===== src/hw/l2em_defs.svh =====
// constants for the error response and event monitor block
`ifndef L2EM_DEFS_SVH
`define L2EM_DEFS_SVH

// ****************************************
// register map
// ****************************************
`define L2EM_OFS_AUX_CTRL    8'h00
`define L2EM_OFS_PF_CTRL     8'h04
`define L2EM_OFS_DBG_CTRL    8'h08
`define L2EM_OFS_IRQ_STAT    8'h0c
`define L2EM_BIT_EVBUS_EN    20
`define L2EM_BIT_PF_DROP     24
`define L2EM_BIT_SEC_DBG     2
`define L2EM_BIT_IRQ_DEC     0
`define L2EM_BIT_IRQ_SLV     1

// ****************************************
// responses
// ****************************************
`define L2EM_RESP_OKAY       2'h0
`define L2EM_RESP_SLVERR     2'h2
`define L2EM_RESP_DECERR     2'h3

// ****************************************
// event bus bit positions
// ****************************************
`define L2EM_NUM_EV          18
`define L2EM_EV_LINE_EVICTION 0
`define L2EM_EV_DATA_READ_HIT 1
`define L2EM_EV_DATA_READ_LOOKUP 2
`define L2EM_EV_DATA_WRITE_HIT 3
`define L2EM_EV_DATA_WRITE_LOOKUP 4
`define L2EM_EV_WRITETHROUGH_LOOKUP 5
`define L2EM_EV_HINT_ALLOC   6
`define L2EM_EV_HINT_HIT     7
`define L2EM_EV_HINT_RX_PORT0 8
`define L2EM_EV_HINT_RX_PORT1 9
`define L2EM_EV_INTERNAL_PREFETCH_ALLOC 10
`define L2EM_EV_INSTR_READ_HIT 11
`define L2EM_EV_INSTR_READ_LOOKUP 12
`define L2EM_EV_SPEC_READ_CONFIRM_PORT0 13
`define L2EM_EV_SPEC_READ_CONFIRM_PORT1 14
`define L2EM_EV_SPEC_READ_RX_PORT0 15
`define L2EM_EV_SPEC_READ_RX_PORT1 16
`define L2EM_EV_WRITE_ALLOC  17

`endif


===== src/hw/l2em_pkg.sv =====
// types shared by the error response and event monitor block
package l2em_pkg;
  typedef enum logic [2:0] {
    WK_NONBUF, WK_EVICT, WK_SBDRAIN, WK_WALLOC, WK_WTHRU
  } wr_kind_type;
  typedef enum logic [1:0] {
    RK_NONCACHE, RK_RAFILL, RK_PREFETCH
  } rd_kind_type;
endpackage


===== src/hw/l2em_top.sv =====
// error response routing, prefetch dropping and event bus
`timescale 1ns/1ps
`include "l2em_defs.svh"
module l2em_top #(
  parameter int IDW  = 4,
  parameter int DW   = 64,
  parameter int NOTH = 7
) (
  // clock and reset
  input  wire logic                      hclk,
  input  wire logic                      hresetn,
  // ahb-lite register slave
  input  wire logic                      hsel,
  input  wire logic [31:0]               haddr,
  input  wire logic [1:0]                htrans,
  input  wire logic                      hwrite,
  input  wire logic [2:0]                hsize,
  input  wire logic [31:0]               hwdata,
  input  wire logic                      hready,
  output logic                           hreadyout,
  output logic                           hresp,
  output logic [31:0]                    hrdata,
  // master port slot arbitration
  input  wire logic                      pf_req,
  input  wire logic [IDW-1:0]            pf_id,
  input  wire logic                      npf_req,
  input  wire logic                      slot_free,
  output logic                           pf_grant,
  output logic                           npf_grant,
  // memory side read return
  input  wire logic                      m_rvalid,
  input  wire logic [IDW-1:0]            m_rid,
  input  wire logic [DW-1:0]             m_rdata,
  input  wire logic [1:0]                m_rresp,
  input  wire logic                      m_rlast,
  input  wire l2em_pkg::rd_kind_type     m_rkind,
  // memory side write response
  input  wire logic                      m_bvalid,
  input  wire logic [IDW-1:0]            m_bid,
  input  wire logic [1:0]                m_bresp,
  input  wire l2em_pkg::wr_kind_type     m_bkind,
  // bufferable write accepted on slave port
  input  wire logic                      s_buf_wr_accept,
  input  wire logic [IDW-1:0]            s_buf_wr_id,
  // slave port responses
  output logic                           s_rvalid,
  output logic [IDW-1:0]                 s_rid,
  output logic [DW-1:0]                  s_rdata,
  output logic [1:0]                     s_rresp,
  output logic                           s_rlast,
  output logic                           s_bvalid,
  output logic [IDW-1:0]                 s_bid,
  output logic [1:0]                     s_bresp,
  // cache allocation of a finished line
  output logic                           line_commit,
  // error sources and interrupts
  input  wire logic                      ram_slverr,
  input  wire logic                      ram_decerr,
  input  wire logic [NOTH-1:0]           other_irq,
  output logic                           slave_error_irq,
  output logic                           decode_error_irq,
  output logic                           combined_cache_irq,
  // event monitoring
  input  wire logic                      secure_noninvasive_debug_enable,
  input  wire logic [`L2EM_NUM_EV-1:0]   ev_raw,
  input  wire logic [`L2EM_NUM_EV-1:0]   ev_secure,
  output logic [`L2EM_NUM_EV-1:0]        event_bus
);
  localparam int NID = 2 ** IDW;

  logic                     wr_pend_reg;
  logic                     rd_pend_reg;
  logic [7:0]               addr_reg;
  logic                     evbus_en_reg;
  logic                     pf_drop_reg;
  logic                     sec_meta_reg;
  logic                     sec_sync_reg;
  logic                     slv_reg;
  logic                     dec_reg;
  logic                     slv_next;
  logic                     dec_next;
  logic                     comb_reg;
  logic                     conflict;
  logic                     pf_dropped;
  logic [NID-1:0]           drop_mark_reg;
  logic                     discard;
  logic [1:0]               fill_err_reg;
  logic [1:0]               worst;
  logic                     fwd;
  logic                     pend_reg;
  logic [IDW-1:0]           pend_id_reg;
  logic                     s_rvalid_reg;
  logic [IDW-1:0]           s_rid_reg;
  logic [DW-1:0]            s_rdata_reg;
  logic [1:0]               s_rresp_reg;
  logic                     s_rlast_reg;
  logic                     s_bvalid_reg;
  logic [IDW-1:0]           s_bid_reg;
  logic [1:0]               s_bresp_reg;
  logic                     commit_reg;
  logic                     w_err;
  logic                     r_err;
  logic                     w1c;
  logic [`L2EM_NUM_EV-1:0]  ev_reg;
  logic [`L2EM_NUM_EV-1:0]  ev_pass;

  // ****************************************
  // ahb-lite slave, zero wait states
  // ****************************************
  assign hreadyout = 1'b1;
  assign hresp     = 1'b0;

  always_ff @(posedge hclk or negedge hresetn) begin
    if (!hresetn) begin
      wr_pend_reg <= 1'b0;
      rd_pend_reg <= 1'b0;
      addr_reg    <= 8'h00;
    end else if (hready) begin
      wr_pend_reg <= hsel & htrans[1] & hwrite;
      rd_pend_reg <= hsel & htrans[1] & ~hwrite;
      addr_reg    <= haddr[7:0];
    end
  end

  // read mux in the data phase so a write just before is seen
  always_comb begin
    hrdata = 32'h0000_0000;
    if (rd_pend_reg) begin
      case (addr_reg)
        `L2EM_OFS_AUX_CTRL: hrdata[`L2EM_BIT_EVBUS_EN] = evbus_en_reg;
        `L2EM_OFS_PF_CTRL:  hrdata[`L2EM_BIT_PF_DROP] = pf_drop_reg;
        `L2EM_OFS_DBG_CTRL: hrdata[`L2EM_BIT_SEC_DBG] = sec_sync_reg;
        `L2EM_OFS_IRQ_STAT: begin
          hrdata[`L2EM_BIT_IRQ_DEC] = dec_reg;
          hrdata[`L2EM_BIT_IRQ_SLV] = slv_reg;
        end
        default: hrdata = 32'h0000_0000;
      endcase
    end
  end

  always_ff @(posedge hclk or negedge hresetn) begin
    if (!hresetn) begin
      evbus_en_reg <= 1'b0;
      pf_drop_reg  <= 1'b0;
    end else if (wr_pend_reg) begin
      if (addr_reg == `L2EM_OFS_AUX_CTRL) begin
        evbus_en_reg <= hwdata[`L2EM_BIT_EVBUS_EN];
      end
      if (addr_reg == `L2EM_OFS_PF_CTRL) begin
        pf_drop_reg <= hwdata[`L2EM_BIT_PF_DROP];
      end
    end
  end

  // ****************************************
  // prefetch dropping
  // ****************************************
  assign conflict   = pf_req & npf_req & slot_free;
  assign npf_grant  = npf_req & slot_free;
  assign pf_grant   = pf_req & slot_free & ~(pf_drop_reg & npf_req);
  assign pf_dropped = conflict & pf_drop_reg;
  assign discard    = m_rvalid & (m_rkind == l2em_pkg::RK_PREFETCH) & drop_mark_reg[m_rid];

  // a dropped id stays marked until its late data drains; set beats clear
  genvar gi;
  generate
    for (gi = 0; gi < NID; gi++) begin : g_mark
      always_ff @(posedge hclk or negedge hresetn) begin
        if (!hresetn) begin
          drop_mark_reg[gi] <= 1'b0;
        end else if (pf_dropped && pf_id == IDW'(gi)) begin
          drop_mark_reg[gi] <= 1'b1;
        end else if (discard && m_rlast && m_rid == IDW'(gi)) begin
          drop_mark_reg[gi] <= 1'b0;
        end
      end
    end
  endgenerate

  // ****************************************
  // read return path
  // ****************************************
  // one fill in flight at a time: worst response seen so far in it
  assign worst = (m_rresp > fill_err_reg) ? m_rresp : fill_err_reg;

  always_ff @(posedge hclk or negedge hresetn) begin
    if (!hresetn) begin
      fill_err_reg <= `L2EM_RESP_OKAY;
    end else if (m_rvalid && m_rkind != l2em_pkg::RK_NONCACHE && !discard) begin
      fill_err_reg <= m_rlast ? `L2EM_RESP_OKAY : worst;
    end
  end

  always_ff @(posedge hclk or negedge hresetn) begin
    if (!hresetn) begin
      s_rvalid_reg <= 1'b0;
      s_rid_reg    <= '0;
      s_rdata_reg  <= '0;
      s_rresp_reg  <= `L2EM_RESP_OKAY;
      s_rlast_reg  <= 1'b0;
    end else begin
      s_rvalid_reg <= m_rvalid & (m_rkind != l2em_pkg::RK_PREFETCH);
      if (m_rvalid) begin
        s_rid_reg   <= m_rid;
        s_rdata_reg <= m_rdata;
        s_rlast_reg <= m_rlast;
        // precise for non-cacheable, carried through the whole fill
        s_rresp_reg <= (m_rkind == l2em_pkg::RK_RAFILL) ? worst : m_rresp;
      end
    end
  end

  // the line is written and tagged only once it ended clean
  always_ff @(posedge hclk or negedge hresetn) begin
    if (!hresetn) begin
      commit_reg <= 1'b0;
    end else begin
      commit_reg <= m_rvalid & m_rlast & ~discard & (m_rkind != l2em_pkg::RK_NONCACHE)
                    & (worst == `L2EM_RESP_OKAY);
    end
  end

  // ****************************************
  // write response path
  // ****************************************
  assign fwd = m_bvalid & (m_bkind == l2em_pkg::WK_NONBUF);

  // forwarded responses win; one local OKAY can wait behind them
  always_ff @(posedge hclk or negedge hresetn) begin
    if (!hresetn) begin
      s_bvalid_reg <= 1'b0;
      s_bid_reg    <= '0;
      s_bresp_reg  <= `L2EM_RESP_OKAY;
      pend_reg     <= 1'b0;
      pend_id_reg  <= '0;
    end else if (fwd) begin
      s_bvalid_reg <= 1'b1;
      s_bid_reg    <= m_bid;
      s_bresp_reg  <= m_bresp;
      if (s_buf_wr_accept) begin
        pend_reg    <= 1'b1;
        pend_id_reg <= s_buf_wr_id;
      end
    end else if (pend_reg || s_buf_wr_accept) begin
      s_bvalid_reg <= 1'b1;
      s_bid_reg    <= pend_reg ? pend_id_reg : s_buf_wr_id;
      s_bresp_reg  <= `L2EM_RESP_OKAY;
      pend_reg     <= pend_reg & s_buf_wr_accept;
      pend_id_reg  <= s_buf_wr_id;
    end else begin
      s_bvalid_reg <= 1'b0;
    end
  end

  // ****************************************
  // error interrupts
  // ****************************************
  // decode errors include security mismatches answered by memory
  assign w_err = m_bvalid & ~fwd & m_bresp[1];
  assign r_err = m_rvalid & (m_rkind != l2em_pkg::RK_NONCACHE) & ~discard & m_rresp[1];
  assign w1c   = wr_pend_reg & (addr_reg == `L2EM_OFS_IRQ_STAT);

  // set beats clear in the same cycle
  always_comb begin
    slv_next = slv_reg & ~(w1c & hwdata[`L2EM_BIT_IRQ_SLV]);
    dec_next = dec_reg & ~(w1c & hwdata[`L2EM_BIT_IRQ_DEC]);
    if ((w_err && m_bresp == `L2EM_RESP_SLVERR) || (r_err && m_rresp == `L2EM_RESP_SLVERR)
        || ram_slverr) begin
      slv_next = 1'b1;
    end
    if ((w_err && m_bresp == `L2EM_RESP_DECERR) || (r_err && m_rresp == `L2EM_RESP_DECERR)
        || ram_decerr) begin
      dec_next = 1'b1;
    end
  end

  always_ff @(posedge hclk or negedge hresetn) begin
    if (!hresetn) begin
      slv_reg  <= 1'b0;
      dec_reg  <= 1'b0;
      comb_reg <= 1'b0;
    end else begin
      slv_reg  <= slv_next;
      dec_reg  <= dec_next;
      comb_reg <= slv_next | dec_next | (|other_irq);
    end
  end

  // ****************************************
  // secure debug enable and event bus
  // ****************************************
  always_ff @(posedge hclk or negedge hresetn) begin
    if (!hresetn) begin
      sec_meta_reg <= 1'b0;
      sec_sync_reg <= 1'b0;
    end else begin
      sec_meta_reg <= secure_noninvasive_debug_enable;
      sec_sync_reg <= sec_meta_reg;
    end
  end

  // bit order of the bus follows the event index constants
  generate
    for (gi = 0; gi < `L2EM_NUM_EV; gi++) begin : g_ev
      assign ev_pass[gi] = evbus_en_reg & ev_raw[gi] & (~ev_secure[gi] | sec_sync_reg);
      always_ff @(posedge hclk or negedge hresetn) begin
        if (!hresetn) begin
          ev_reg[gi] <= 1'b0;
        end else begin
          ev_reg[gi] <= ev_pass[gi];
        end
      end
    end
  endgenerate

  assign s_rvalid           = s_rvalid_reg;
  assign s_rid              = s_rid_reg;
  assign s_rdata            = s_rdata_reg;
  assign s_rresp            = s_rresp_reg;
  assign s_rlast            = s_rlast_reg;
  assign s_bvalid           = s_bvalid_reg;
  assign s_bid              = s_bid_reg;
  assign s_bresp            = s_bresp_reg;
  assign line_commit        = commit_reg;
  assign slave_error_irq    = slv_reg;
  assign decode_error_irq   = dec_reg;
  assign combined_cache_irq = comb_reg;
  assign event_bus          = ev_reg;
endmodule


===== config.mk =====
export PLATFORM = sky130hd
export DESIGN_NAME = l2em_top
export DESIGN_NICKNAME = d
export VERILOG_FILES = /design/src/hw/l2em_pkg.sv /design/src/hw/l2em_top.sv
export VERILOG_INCLUDE_DIRS = /design/src /design/src/hw
export SDC_FILE = /design/constraint.sdc
export NUM_CORES = 1
export LEC_CHECK = 0
export ABC_AREA = 1
export BUFFER_PORTS_ARGS = -buffer_cell sky130_fd_sc_hd__buf_2
export CORE_MARGIN = 10
export CORE_UTILIZATION = 30
export CTS_BUF_LIST = sky130_fd_sc_hd__clkbuf_4 sky130_fd_sc_hd__clkbuf_8 sky130_fd_sc_hd__clkbuf_16
export DETAILED_ROUTE_END_ITERATION = 16
export PLACE_DENSITY = 0.56
export REMOVE_ABC_BUFFERS = 1
export SLEW_MARGIN = 30
export SYNTH_ARGS = -nofsm -noshare
export SYNTH_HDL_FRONTEND = slang
export SYNTH_SLANG_ARGS = --single-unit
export TNS_END_PERCENT = 100

===== constraint.sdc =====
create_clock -name hclk -period 1.9 [get_ports hclk]
set_clock_uncertainty 0.1 [all_clocks]
set_input_delay 0.19 -clock hclk [delete_from_list [all_inputs] [get_ports hclk]]
set_output_delay 0.19 -clock hclk [all_outputs]
set_load 0.03 [all_outputs]

# --- Word-level counts from Yosys, hierarchy flattened ---
# Index checks and enable logic that the tools add are counted.
word_totals:
  out_inout_bits: 137
  regBits: 138
  in_bits: 216
op_classes:
  mux: 57
  bitwise: 109
  n_eq_ne: 41
  magnitude_cmp: 2
  n_reduce_logical: 72
op_table:
  columns: ["operator", "count"]
  rows:
  - ["AND 1 bit", 65]
  - ["equality test 4 bit, second input constant", 16]
  - ["2-to-1 mux 1 bit", 43]
  - ["logical AND 1 bit", 39]
  - ["nonzero test 2 bit", 18]
  - ["equality test 4 x 3 -> 1 bit, second input constant", 8]
  - ["2-to-1 mux 25 bit", 1]
  - ["2-to-1 mux 4 bit", 6]
  - ["inverter 1 bit", 24]
  - ["bitwise OR 1 bit", 20]
  - ["equality test 4 x 2 -> 1 bit, second input constant", 4]
  - ["equality test 8 x 4 -> 1 bit, second input constant", 2]
  - ["2-to-1 mux 2 bit", 6]
  - ["equality test 2 bit, second input constant", 5]
  - ["equality test 4 x 1 -> 1 bit, second input constant", 2]
  - ["equality test 8 x 3 -> 1 bit, second input constant", 1]
  - ["logical NOT 4 bit", 2]
  - ["logical NOT 8 bit", 1]
  - ["OR reduction 7 bit", 1]
  - ["AND reduction 2 bit", 3]
  - ["logical OR 1 bit", 5]
  - ["< comparator 4 x 5 -> 1 bit, second input constant", 1]
  - ["binary-select mux 1 bit (select 4 bit)", 1]
  - ["inequality test 2 bit, second input constant", 2]
  - ["5 further kinds", 5]

# --- Depth between registers and ports, before layout ---
# Gate-level depths: netlist of the first run.
depth:
  depth_word: 12
  depth_mapped: 12
  depth_no_buf: 12

# --- Worst setup path before layout of the first run ---
# Ideal clock, no wire load.
synth_path:
  path_type: "reg-to-output"
  from: "register addr_reg[6]"
  to: "output port hrdata[2]"
  t_arrival_ns: 1.486
  setup_slack_ns: 0.124
  path_stages_with_launch: 4
  path_buffers: 0
  cell_sequence: "dfrtp_1 -> inv_2 -> nand4_1 -> nor4_1"
synth_between:
  elab_chain_cells: 3
synth_rtl:
  columns: ["item", "line_no", "source"]
  rows:
  - ["start, declared", "l2em_top.sv:73", "logic [7:0] addr_reg;"]
  - ["start signal, assigned", "l2em_top.sv:121", "addr_reg <= haddr[7:0];"]
  - ["equality test 8 x 4 -> 1 bit", "l2em_top.sv:129", "case (addr_reg)"]
  - ["2-to-1 mux 1 bit", "l2em_top.sv:129", null]
  - ["2-to-1 mux 25 bit", "l2em_top.sv:128", "if (rd_pend_reg) begin"]
  - ["end, declared", "l2em_top.sv:22", "output logic [31:0] hrdata,"]
# No other way between the ends.

# --- Worst setup path after layout of the first run ---
layout_path:
  from: "register addr_reg[5]"
  to: "output port hrdata[1]"
layout_between:
  elab_chain_cells: 3
layout_rtl:
  columns: ["item", "line_no"]
  rows:
  - ["equality test 8 x 4 -> 1 bit", "l2em_top.sv:129"]
  - ["2-to-1 mux 2 bit", "l2em_top.sv:129"]
  - ["2-to-1 mux 25 bit", "l2em_top.sv:128"]
# No other way between the ends.

==> key figures, run 1 <==
Run status
  • Status: finished, violations left
  • Violated checks: setup timing

Setup path
  • R2R setup slack: 130 ps
  • Data required time of the critical path: 1610 ps
  • Crit path launch: addr_reg[5]$_DFFE_PN0P_
  • FF-to-FF path depth: 4
  • Worst reg2reg endpoint: event_bus[13]$_DFF_PN0_
  • Worst Setup Start Kind: flop
  • CP delay by family, top: simple AND/OR/NAND/NOR gates
  • Slowest CP cell: dfrtp_1
  • CP bufs+invs: 3
  • Critical Path Max Stage Delay: 360 ps
  • Crit path cell chain: inv_1, nand4_1, buf_4, nor4_4, nand2_2, nor2_2, buf_6
  • RR Startpoint: evbus_en_reg$_DFFE_PN0P_
  • CP Max Fanout: 2
  • Setup crit end kind: primary output
  • Arrival time worst endpoint: 1740 ps
  • WS Path Type: reg2out

Floorplan
  • Core ar.: 20100 um^2
  • Die area: 26400 um^2
  • Die Ht: 163 um
  • Top Ports: 353
  • Die W: 163 um
  • Initial core utilization: 0.303
  • Row Count: 52

STA
  • Fin. max-slew vios: 0
  • Worst setup margin: -132 ps
  • Slew @ Worst Pin: 740 ps
  • Final worst-path cycle share: 1.07
  • Post-route minimum period: 2030 ps
  • Final Setup Violations: 5
  • Rel. slew slack: 0.507
  • RSZ-0062 raised after global routing: yes
  • Max Fclk: 492 MHz
  • Worst hold slack: 16.8 ps
  • Final hold violation count: 0
  • Setup TNS: -458 ps

CTS
  • Clk buf depth: 2
  • TritonCTS clock tree: built
  • CTS H-tree lvls: 4
  • Clock Tree Root: clkbuf_16
  • Register clock-pin slew on the reported worst setup and hold paths: 60 ps
  • CTS Buf Count: 17
  • Clock Sinks: 138
  • Insertion delay to the later sink of the worst-skew pair: 410 ps

Finish
  • FILL cells: 1901
  • Layout cells sized above 1: 0.309
  • Fin nets: 1360
  • Max reg flops: 64
  • Most common cell after layout, fill and taps aside: nand2_1
  • Most frequent cells in the layout: 342 x nand2_1, 261 x buf_2, 139 x dlygate4sd3_1
  • P&R area growth vs syn: 60.0%
  • Finished Core Util: 0.485
  • Post-Layout Cell Count: 1425

Drt
  • Vias/cell: 4.30
  • Routed Antenna Nets: 0
  • Via count: 6130
  • Routed length on met3: 1.56 mm
  • Total Wirelength: 21.3 mm
  • Residual DRC: 0
  • Uppermost layer routed: met4
  • Average wire per standard cell: 14.9 um
  • DR WL met2: 10.2 mm
  • Drt pass-1 iters: 4
  • Initial drt markers: 403
  • Met1 wire length: 9.21 mm

Yosys
  • Cell variety after synth: 35
  • Yosys warning count: 0
  • Yosys reg bits: 138
  • Post-Syn Instances: 724
  • Syn_area_per_cell: 8.42 um^2
  • Area contributors post-synth: dfrtp_1 57%, nand2_1 21%, buf_4 3.7%, o21ai_0 2.3%, inv_1 2.2%
  • Synth area leader: dfrtp_1
  • Share of the synthesized area in the top cell type: 0.566
  • Mapped Area: 6100 um^2
  • Seq/Total Area, Yosys: 0.566

Pwr
  • Leak: 5.24 nW
  • Power Dens Cells: 844 nW/um^2
  • Peak VDD IR: 549 uV

Hold path
  • Hold Crit Depth: 4
  • Min-Delay Path Class: in2reg
  • Hold worst-path end: drop_mark_reg[3]$_DFFE_PN0P_
  • Hold_sp: pf_id[3]

Place
  • Port Buffer Count: 267
  • Dpl cells: 1248
  • Post-DP HPWL: 15.0 mm
  • Gp weighted congestion: 0.802

Global route
  • Total GRT Usage: 0.157
  • First-pass GRT wire length: 33.7 mm
  • Initial antenna violation count: 3
  • Vias in the first global route: 6430
  • Largest net degree at the start of global routing: 69
  • Grt total ovfl: 0

Run
  • Maxcap violations: 0
metrics by stage:
step           area, um^2  setup slack, ps  total power [mW]
5_1_grt              9760             -254              8.70
3_3_place_gp         7690              161              4.92
4_1_cts              9690             -241              8.37
3_5_place_dp         7690              145              4.94
6_report             9760             -132              8.24
2_1_floorplan        5860             -249              4.29
synthesized netlist by cell type, drive strengths merged:
cell / instances
nand2: 350
dfrtp: 138
inv: 40
o21ai: 39
buf: 35
a21oi: 26
nor2: 25
clkbuf: 20
nand3: 10
nor3: 6
nor4: 5
nand4: 4
o211ai: 4
a31oi: 3
ha: 3
mux2: 3
a21o: 2
conb: 2
o22ai: 2
o311ai: 2
o31ai: 2
and3: 1
clkinv: 1
o21a: 1
tightest hold or removal path, cell delays in order:
cell     delay (ps)
buf_2           100
nor3_1           90
nand2_1          60
nand2_1          40
area by class of cell:
class | count | area [um^2] | share of cell area
sequential | 138 | 3450 | 0.354
timing repair buffer | 426 | 2950 | 0.302
multi-input combinational | 517 | 2310 | 0.237
clock buffer | 17 | 425 | 0.0436
tap | 270 | 338 | 0.0346
inverter | 41 | 158 | 0.0162
clock inverter | 13 | 123 | 0.0126
antenna | 3 | 7.51 | 0.000769
logic make-up (layout without fill, tap and decap cells):
kind of cell	count (synthesis)	in the layout	synth area share
flops	138	138	0.566
simple gates	401	401	0.258
compound gates	81	81	0.0820
buf+inv	96	497	0.0804
fa+ha+maj	3	3	0.00615
other cells	2	32	0.00123
mux	3	3	0.00554
how the worst max path moves through the flow:
stage | end | cells past startpoint
final | hrdata[1] | 7
after global routing | hrdata[1] | 7
after CTS | hrdata[20] | 8
after detailed placement | hrdata[0] | 6
after global placement | hrdata[0] | 6
after floorplan | drop_mark_reg[10]$_DFFE_PN0P_ | 5
per-layer routing:
metal  track usage  vias up
li1              -     3053
met4        0.0496        0
met3        0.0508       18
met1         0.194     2837
met2         0.256      222
met5             0        -
power by group:
part           switching [mW]  internal, mW
sequential              0.154          3.22
combinational            1.09         0.671
clock                    1.30          1.80
what timing repair did:
| item | 4_1_cts | 5_1_grt |
|---|---|---|
| setup endpoints to repair | 4 | 21 |
| setup buffers | 2 | 4 |
| endpoints found under the hold margin | 169 | 0 |
| pin swaps | 3 | 6 |
| hold buffers | 139 | 0 |
| resized for setup | 10 | 11 |
Power figures use the tool's default switching activity.
==> run 2, diff against run 1 <==
CORE_ASPECT_RATIO = 1.1   (was not set)
==> run 2 against run 1 <==
Highest routed layer unchanged. Combinational power barely moved. Sequential power about the same. First-iteration DRC count down 38%. The flow still finishes with violations (setup timing). Non-clock buffer count grew 2. Core utilization up 0.56 points. Total power up 2.1%. Register-to-register slack better by 80 ps. Critical endpoint unchanged. Routed wire length increased by 1.7%. Clock-buffer cell count is 2 higher.
==> key figures, run 2 (synthesis gave the netlist of run 1 again) <==
Run status
  • Status: finished, violations left
  • Violated checks: setup timing

STA
  • Post-route minimum period: 1980 ps (-50.8 ps)
  • Final worst-path cycle share: 1.04 (-0.0267)
  • Fin. max-slew vios: 0 (unchanged)
  • Final Setup Violations: 4 (-1)
  • Rel. slew slack: 0.521 (+0.0145)
  • Slew @ Worst Pin: 718 ps (-21.7 ps)
  • Worst setup margin: -81.4 ps (+50.8 ps)
  • Final hold violation count: 0 (unchanged)
  • RSZ-0062 raised after global routing: yes
  • Setup TNS: -285 ps (+172 ps)
  • Max Fclk: 505 MHz (+2.6%)

Finish
  • P&R area growth vs syn: 60.5%
  • Post-Layout Cell Count: 1411 (-0.98%)
  • FILL cells: 1918 (+0.89%)
  • Most common cell after layout, fill and taps aside: nand2_1
  • Multi-input combinational cell area: 2290 um^2 (-0.76%)
  • Finished Core Util: 0.491 (+0.00565)
  • Layout cells sized above 1: 0.307 (-0.00193)
  • Max reg flops: 64 (unchanged)
  • Most frequent cells in the layout: 343 x nand2_1, 262 x buf_2, 142 x dlygate4sd3_1
  • Final Instance Area: 9790 um^2 (+0.29%)
  • Storage cell area: 3450 um^2 (unchanged)
  • Fin nets: 1362 (+0.15%)

Place
  • Gp weighted congestion: 0.792 (-1.2%)
  • Dpl cells: 1230 (-1.4%)
  • Post-DP HPWL: 15.2 mm (+1.4%)
  • Port Buffer Count: 267 (unchanged)
  • Post-Place Setup Slack: 71.1 ps (-74.1 ps)
  • Cell Area, Placed: 7680 um^2 (-0.13%)

CTS
  • Register clock-pin slew on the reported worst setup and hold paths: 60 ps (about the same)
  • Clock Tree Root: clkbuf_16
  • Insertion delay to the later sink of the worst-skew pair: 420 ps (about the same)
  • Clk buf depth: 2 (unchanged)
  • CTS Buf Count: 17 (unchanged)
  • TritonCTS clock tree: built
  • CTS H-tree lvls: 4 (unchanged)
  • Clock Sinks: 138 (unchanged)

Floorplan
  • Top Ports: 353 (unchanged)
  • Die W: 156 um (-4.1%)
  • Die Ht: 170 um (+4.3%)
  • Core ar.: 19900 um^2 (-0.86%)
  • Initial core utilization: 0.306 (+0.00263)
  • Die area: 26400 um^2 (about the same)
  • Row Count: 54 (+3.8%)

Drt
  • Drt pass-1 iters: 5 (+1)
  • Routed Antenna Nets: 0 (unchanged)
  • Average wire per standard cell: 15.3 um (+2.7%)
  • Via count: 6090 (-0.65%)
  • Residual DRC: 0 (unchanged)
  • Total Wirelength: 21.6 mm (+1.7%)
  • Initial drt markers: 249 (-38%)
  • Vias/cell: 4.32 (+0.33%)

Run
  • Maxcap violations: 0 (unchanged)

Pwr
  • Combinational share of power: 0.211 (-0.003)
  • Reported net switching power: 2.61 mW (+2.4%)
  • Power Internal: 5.80 mW (+2.0%)
  • Peak VDD IR: 570 uV (+4.0%)
  • Switching share of power: 0.311 (+0.000979)
  • Power Dens Cells: 860 nW/um^2 (+1.8%)
  • Clk pwr share: 0.388 (+0.012)
  • Leak: 5.26 nW (+0.44%)
  • Share of power burned in registers: 0.401 (-0.009)

Global route
  • Total GRT Usage: 0.157 (about the same)
  • Vias in the first global route: 6204 (-3.5%)
  • Grt total ovfl: 0 (unchanged)
  • Largest net degree at the start of global routing: 77 (+12%)
  • First-pass GRT wire length: 33.0 mm (-2.2%)
  • Initial antenna violation count: 3 (unchanged)

Hold path
  • Min-Delay Path Class: in2reg

Setup path
  • Data required time of the critical path: 1610 ps (about the same)
  • Setup crit end kind: primary output
  • WS Path Type: reg2out
  • CP Max Fanout: 4 (+2)
  • Arrival time worst endpoint: 1690 ps (-50 ps)
  • Worst Setup Start Kind: flop
==> run 2: layout make-up <==
| cell class | instances | share of cell area |
|---|---|---|
| diodes | 3 | 0.000767 |
| clock buffers | 19 | 0.0463 |
| clock inverters | 13 | 0.0134 |
| inverters | 41 | 0.0161 |
| multi-input cells | 517 | 0.234 |
| flip-flops and latches | 138 | 0.353 |
| well taps | 252 | 0.0322 |
| repair buffers | 428 | 0.304 |
==> run 2: final timing paths <==
| check | endpoint | cells after the start | slack, ps | startpoint |
|---|---|---|---|---|
| worst max-delay path | hrdata[1] | 7 | -80 | addr_reg[7]$_DFFE_PN0P_ |
| worst min-delay path | slave_error_irq$_DFF_PN0_ | 4 | 20 | hwdata[1] |
| worst max register to register | event_bus[12]$_DFF_PN0_ | 3 | 210 | sec_sync_reg$_DFF_PN0_ |
| worst min register to register | sec_sync_reg$_DFF_PN0_ | 0 | 250 | sec_meta_reg$_DFF_PN0_ |
| max in group asynchronous | drop_mark_reg[4]$_DFFE_PN0P_ | 3 | 920 | hresetn |
| min in group asynchronous | s_rdata[45]$_DFFE_PN0P_ | 2 | 180 | hresetn |
==> run 2: timing repair <==
action	in CTS	in global routing
setup endpoints to repair	5	15
hold buffers	142	0
resized for setup	9	9
pin swaps	0	2
endpoints found under the hold margin	164	0
setup buffers	2	2
==> run 2: metal layers <==
layer  track usage  wire length (um)
met2         0.263             10700
met1         0.183              8900
met4        0.0727               502
met5             0                 0
met3        0.0444              1500
==> run 2: power groups by stage <==
stage | Clock [mW] | Sequential, mW | Combinational [mW]
4_1_cts | 3.36 | 3.37 | 1.78
3_5_place_dp | 0 | 3.43 | 1.53
2_1_floorplan | 0 | 3.78 | 0.517
6_report | 3.27 | 3.37 | 1.78
5_1_grt | 3.49 | 3.40 | 1.95
3_3_place_gp | 0 | 3.41 | 1.51
==> run 2: stage by stage <==
stage | hold WS, ps | power (mW)
after floorplan | -206 | 4.29
after global placement | 65.9 | 4.93
after detailed placement | 64.5 | 4.95
after CTS | 3.25 | 8.51
after global routing | 23.2 | 8.84
final | 21.6 | 8.42
==> run 2: worst max-delay path, cell delays in order (launching register included) <==
cell,delay [ps]
dfrtp_1,370
inv_2,50
nand4_1,100
buf_6,150
nor4_4,180
nand2_2,160
nor2_4,130
buf_6,130
==> run 3, diff against run 2 <==
PLACE_DENSITY = not set   (was 0.56)
REMOVE_ABC_BUFFERS = not set   (was 1)
==> run 3 against run 2 <==
Sequential power hardly changed. The flow still finishes with violations (setup timing). Clock power hardly changed. Sequential share of layout area up 0.085 points. Hold slack got worse by 13 ps. Core utilization decreased by 0.10 points. Cell count is 0.28% lower. Setup slack worse by 7.8 ps. Design area down 0.20%. Non-clock buffer count fell by 3. Global-route usage increased by 0.41 points.
==> key figures, run 3 (synthesis gave the netlist of run 1 again) <==
Finish
  • Fin nets: 1359 (-0.22%)
  • Most common cell after layout, fill and taps aside: nand2_1
  • Most frequent cells in the layout: 344 x nand2_1, 261 x buf_2, 137 x dfrtp_1
  • Finished Core Util: 0.490 (-0.00100)
  • P&R area growth vs syn: 60.2%
  • Max reg flops: 64 (unchanged)
  • Layout cells sized above 1: 0.312 (+0.00514)
  • Post-Layout Cell Count: 1407 (-0.28%)

Setup path
  • WS Path Type: reg2out
  • Worst Setup Start Kind: flop
  • R2R setup slack: 190 ps (-20 ps)
  • Arrival time worst endpoint: 1700 ps (about the same)
  • Setup crit end kind: primary output
  • CP Max Fanout: 3 (-1)
  • Worst reg2reg endpoint: combined_cache_irq$_DFF_PN0_
  • FF-to-FF path depth: 10 (+7)
  • Data required time of the critical path: 1610 ps (about the same)
  • RR Startpoint: addr_reg[7]$_DFFE_PN0P_
  • Crit path launch: addr_reg[7]$_DFFE_PN0P_

CTS
  • Register clock-pin slew on the reported worst setup and hold paths: 60 ps (about the same)
  • Insertion delay to the later sink of the worst-skew pair: 410 ps (about the same)
  • TritonCTS clock tree: built
  • Clk buf depth: 2 (unchanged)
  • Clock Sinks: 138 (unchanged)
  • CTS H-tree lvls: 4 (unchanged)
  • CTS Buf Count: 17 (unchanged)
  • Clock Tree Root: clkbuf_16

Pwr
  • Clk pwr share: 0.389 (about the same)
  • Power Dens Cells: 867 nW/um^2 (+0.80%)
  • Peak VDD IR: 594 uV (+4.1%)
  • Leak: 5.27 nW (about the same)
  • Combinational share of power: 0.211 (about the same)
  • Switching share of power: 0.309 (-0.00196)
  • Power Internal: 5.85 mW (+0.87%)
  • Total chip power: 8.47 mW (+0.59%)
  • Share of power burned in registers: 0.399 (-0.002)
  • Reported net switching power: 2.61 mW (about the same)

Place
  • Post-Place Setup Slack: 159 ps (+87.9 ps)
  • Post-DP HPWL: 15.1 mm (-0.49%)
  • Dpl cells: 1232 (+0.16%)
  • Port Buffer Count: 267 (unchanged)
  • Gp weighted congestion: 0.824 (+4.1%)

Drt
  • Routed Antenna Nets: 0 (unchanged)
  • Via count: 6176 (+1.4%)
  • Drt pass-1 iters: 6 (+1)
  • Total Wirelength: 22.0 mm (+2.0%)
  • Average wire per standard cell: 15.7 um (+2.3%)
  • Initial drt markers: 257 (+3.2%)
  • Residual DRC: 0 (unchanged)
  • Vias/cell: 4.39 (+1.7%)

Floorplan
  • Top Ports: 353 (unchanged)
  • Die Ht: 170 um (unchanged)
  • Die W: 156 um (unchanged)
  • Core ar.: 19900 um^2 (unchanged)
  • Initial core utilization: 0.306 (unchanged)
  • Row Count: 54 (unchanged)
  • Die area: 26400 um^2 (unchanged)

STA
  • Fin. max-slew vios: 0 (unchanged)
  • Slew @ Worst Pin: 670 ps (-47.7 ps)
  • Worst hold slack: 8.26 ps (-13.4 ps)
  • Worst setup margin: -89.1 ps (-7.75 ps)
  • Post-route minimum period: 1990 ps (+7.75 ps)
  • Final Setup Violations: 4 (unchanged)
  • Max Fclk: 503 MHz (-0.39%)
  • RSZ-0062 raised after global routing: yes
  • Final worst-path cycle share: 1.05 (+0.00408)
  • Final hold violation count: 0 (unchanged)
  • Rel. slew slack: 0.553 (+0.0318)

Run
  • Maxcap violations: 0 (unchanged)

Global route
  • Total GRT Usage: 0.161 (+0.00414)
  • Grt total ovfl: 0 (unchanged)
  • Initial antenna violation count: 2 (-1)
  • Largest net degree at the start of global routing: 69 (-10%)
  • Vias in the first global route: 6468 (+4.3%)
  • First-pass GRT wire length: 34.5 mm (+4.6%)

Run status
  • Violated checks: setup timing
  • Status: finished, violations left

Hold path
  • Hold_sp: other_irq[2]
  • Min-Delay Path Class: in2reg
  • Hold Crit Depth: 5 (+1)
  • Hold worst-path end: combined_cache_irq$_DFF_PN0_
[run 3: cell types whose count changed in the layout (fill, tap and decap cells not counted), sizes merged]
| cell | before | now |
|---|---|---|
| buf | 286 | 289 |
| bufinv | 1 | 2 |
| clkbuf | 19 | 17 |
| clkinv | 1 | 6 |
| clkinvlp | 6 | 3 |
| diode | 3 | 2 |
| dlygate4sd3 | 142 | 136 |
| inv | 46 | 45 |
[run 3: how the worst max path moves through the flow]
stage	to	cells after the start	slack, ps
after global routing	hrdata[1]	7	-210
after detailed placement	fill_err_reg[1]$_DFFE_PN0N_	11	160
after CTS	hrdata[0]	7	-80
final	hrdata[0]	7	-90
after floorplan	hrdata[2]	3	120
after global placement	fill_err_reg[0]$_DFFE_PN0N_	11	200
[run 3: cell type report]
type,instances,area (um^2)
fill,1828,10200
timing repair buffer,425,2940
antenna,2,5.00
inverter,41,158
sequential,138,3450
multi-input combinational,517,2310
tap,252,315
clock inverter,15,163
clock buffer,17,425
[run 3: per-stage QoR]
stage	TNS, ps	area, um^2
2_1_floorplan	0	6200
3_3_place_gp	0	7700
3_5_place_dp	0	7700
4_1_cts	-299	9720
5_1_grt	-714	9760
6_report	-249	9770
[run 3: worst max-delay path, cell delays in order (launching register included)]
cell and delay (ps):
dfrtp_1 360, inv_1 60, nand4_1 110, buf_4 180, nor4_4 170, nand2_1 130, nor2_1 110, buf_4 170
[run 3: power by group through the flow]
| stage | clock network [mW] | logic [mW] | registers (mW) |
|---|---|---|---|
| finish | 3.30 | 1.79 | 3.38 |
| global route | 3.55 | 1.96 | 3.42 |
| CTS | 3.43 | 1.78 | 3.37 |
| detailed placement | 0 | 1.54 | 3.42 |
| global placement | 0 | 1.52 | 3.41 |
| floorplan | 0 | 0.606 | 3.77 |
[run 3: what timing repair did]
| action | in CTS | in global routing |
|---|---|---|
| cloned | 0 | 0 |
| setup buffers | 3 | 2 |
| pin swaps | 2 | 3 |
| resized for setup | 10 | 11 |
| endpoints found under the setup margin | 4 | 9 |
| hold endpoints to repair | 165 | 0 |
| hold buffers | 136 | 0 |
[run 3: layer usage]
metal,vias to the layer above,routed length [um],GRT usage
met5,-,0,0
met4,0,409,0.0518
met3,25,2390,0.0700
met2,266,10900,0.272
met1,2832,8320,0.180
li1,3053,-,-
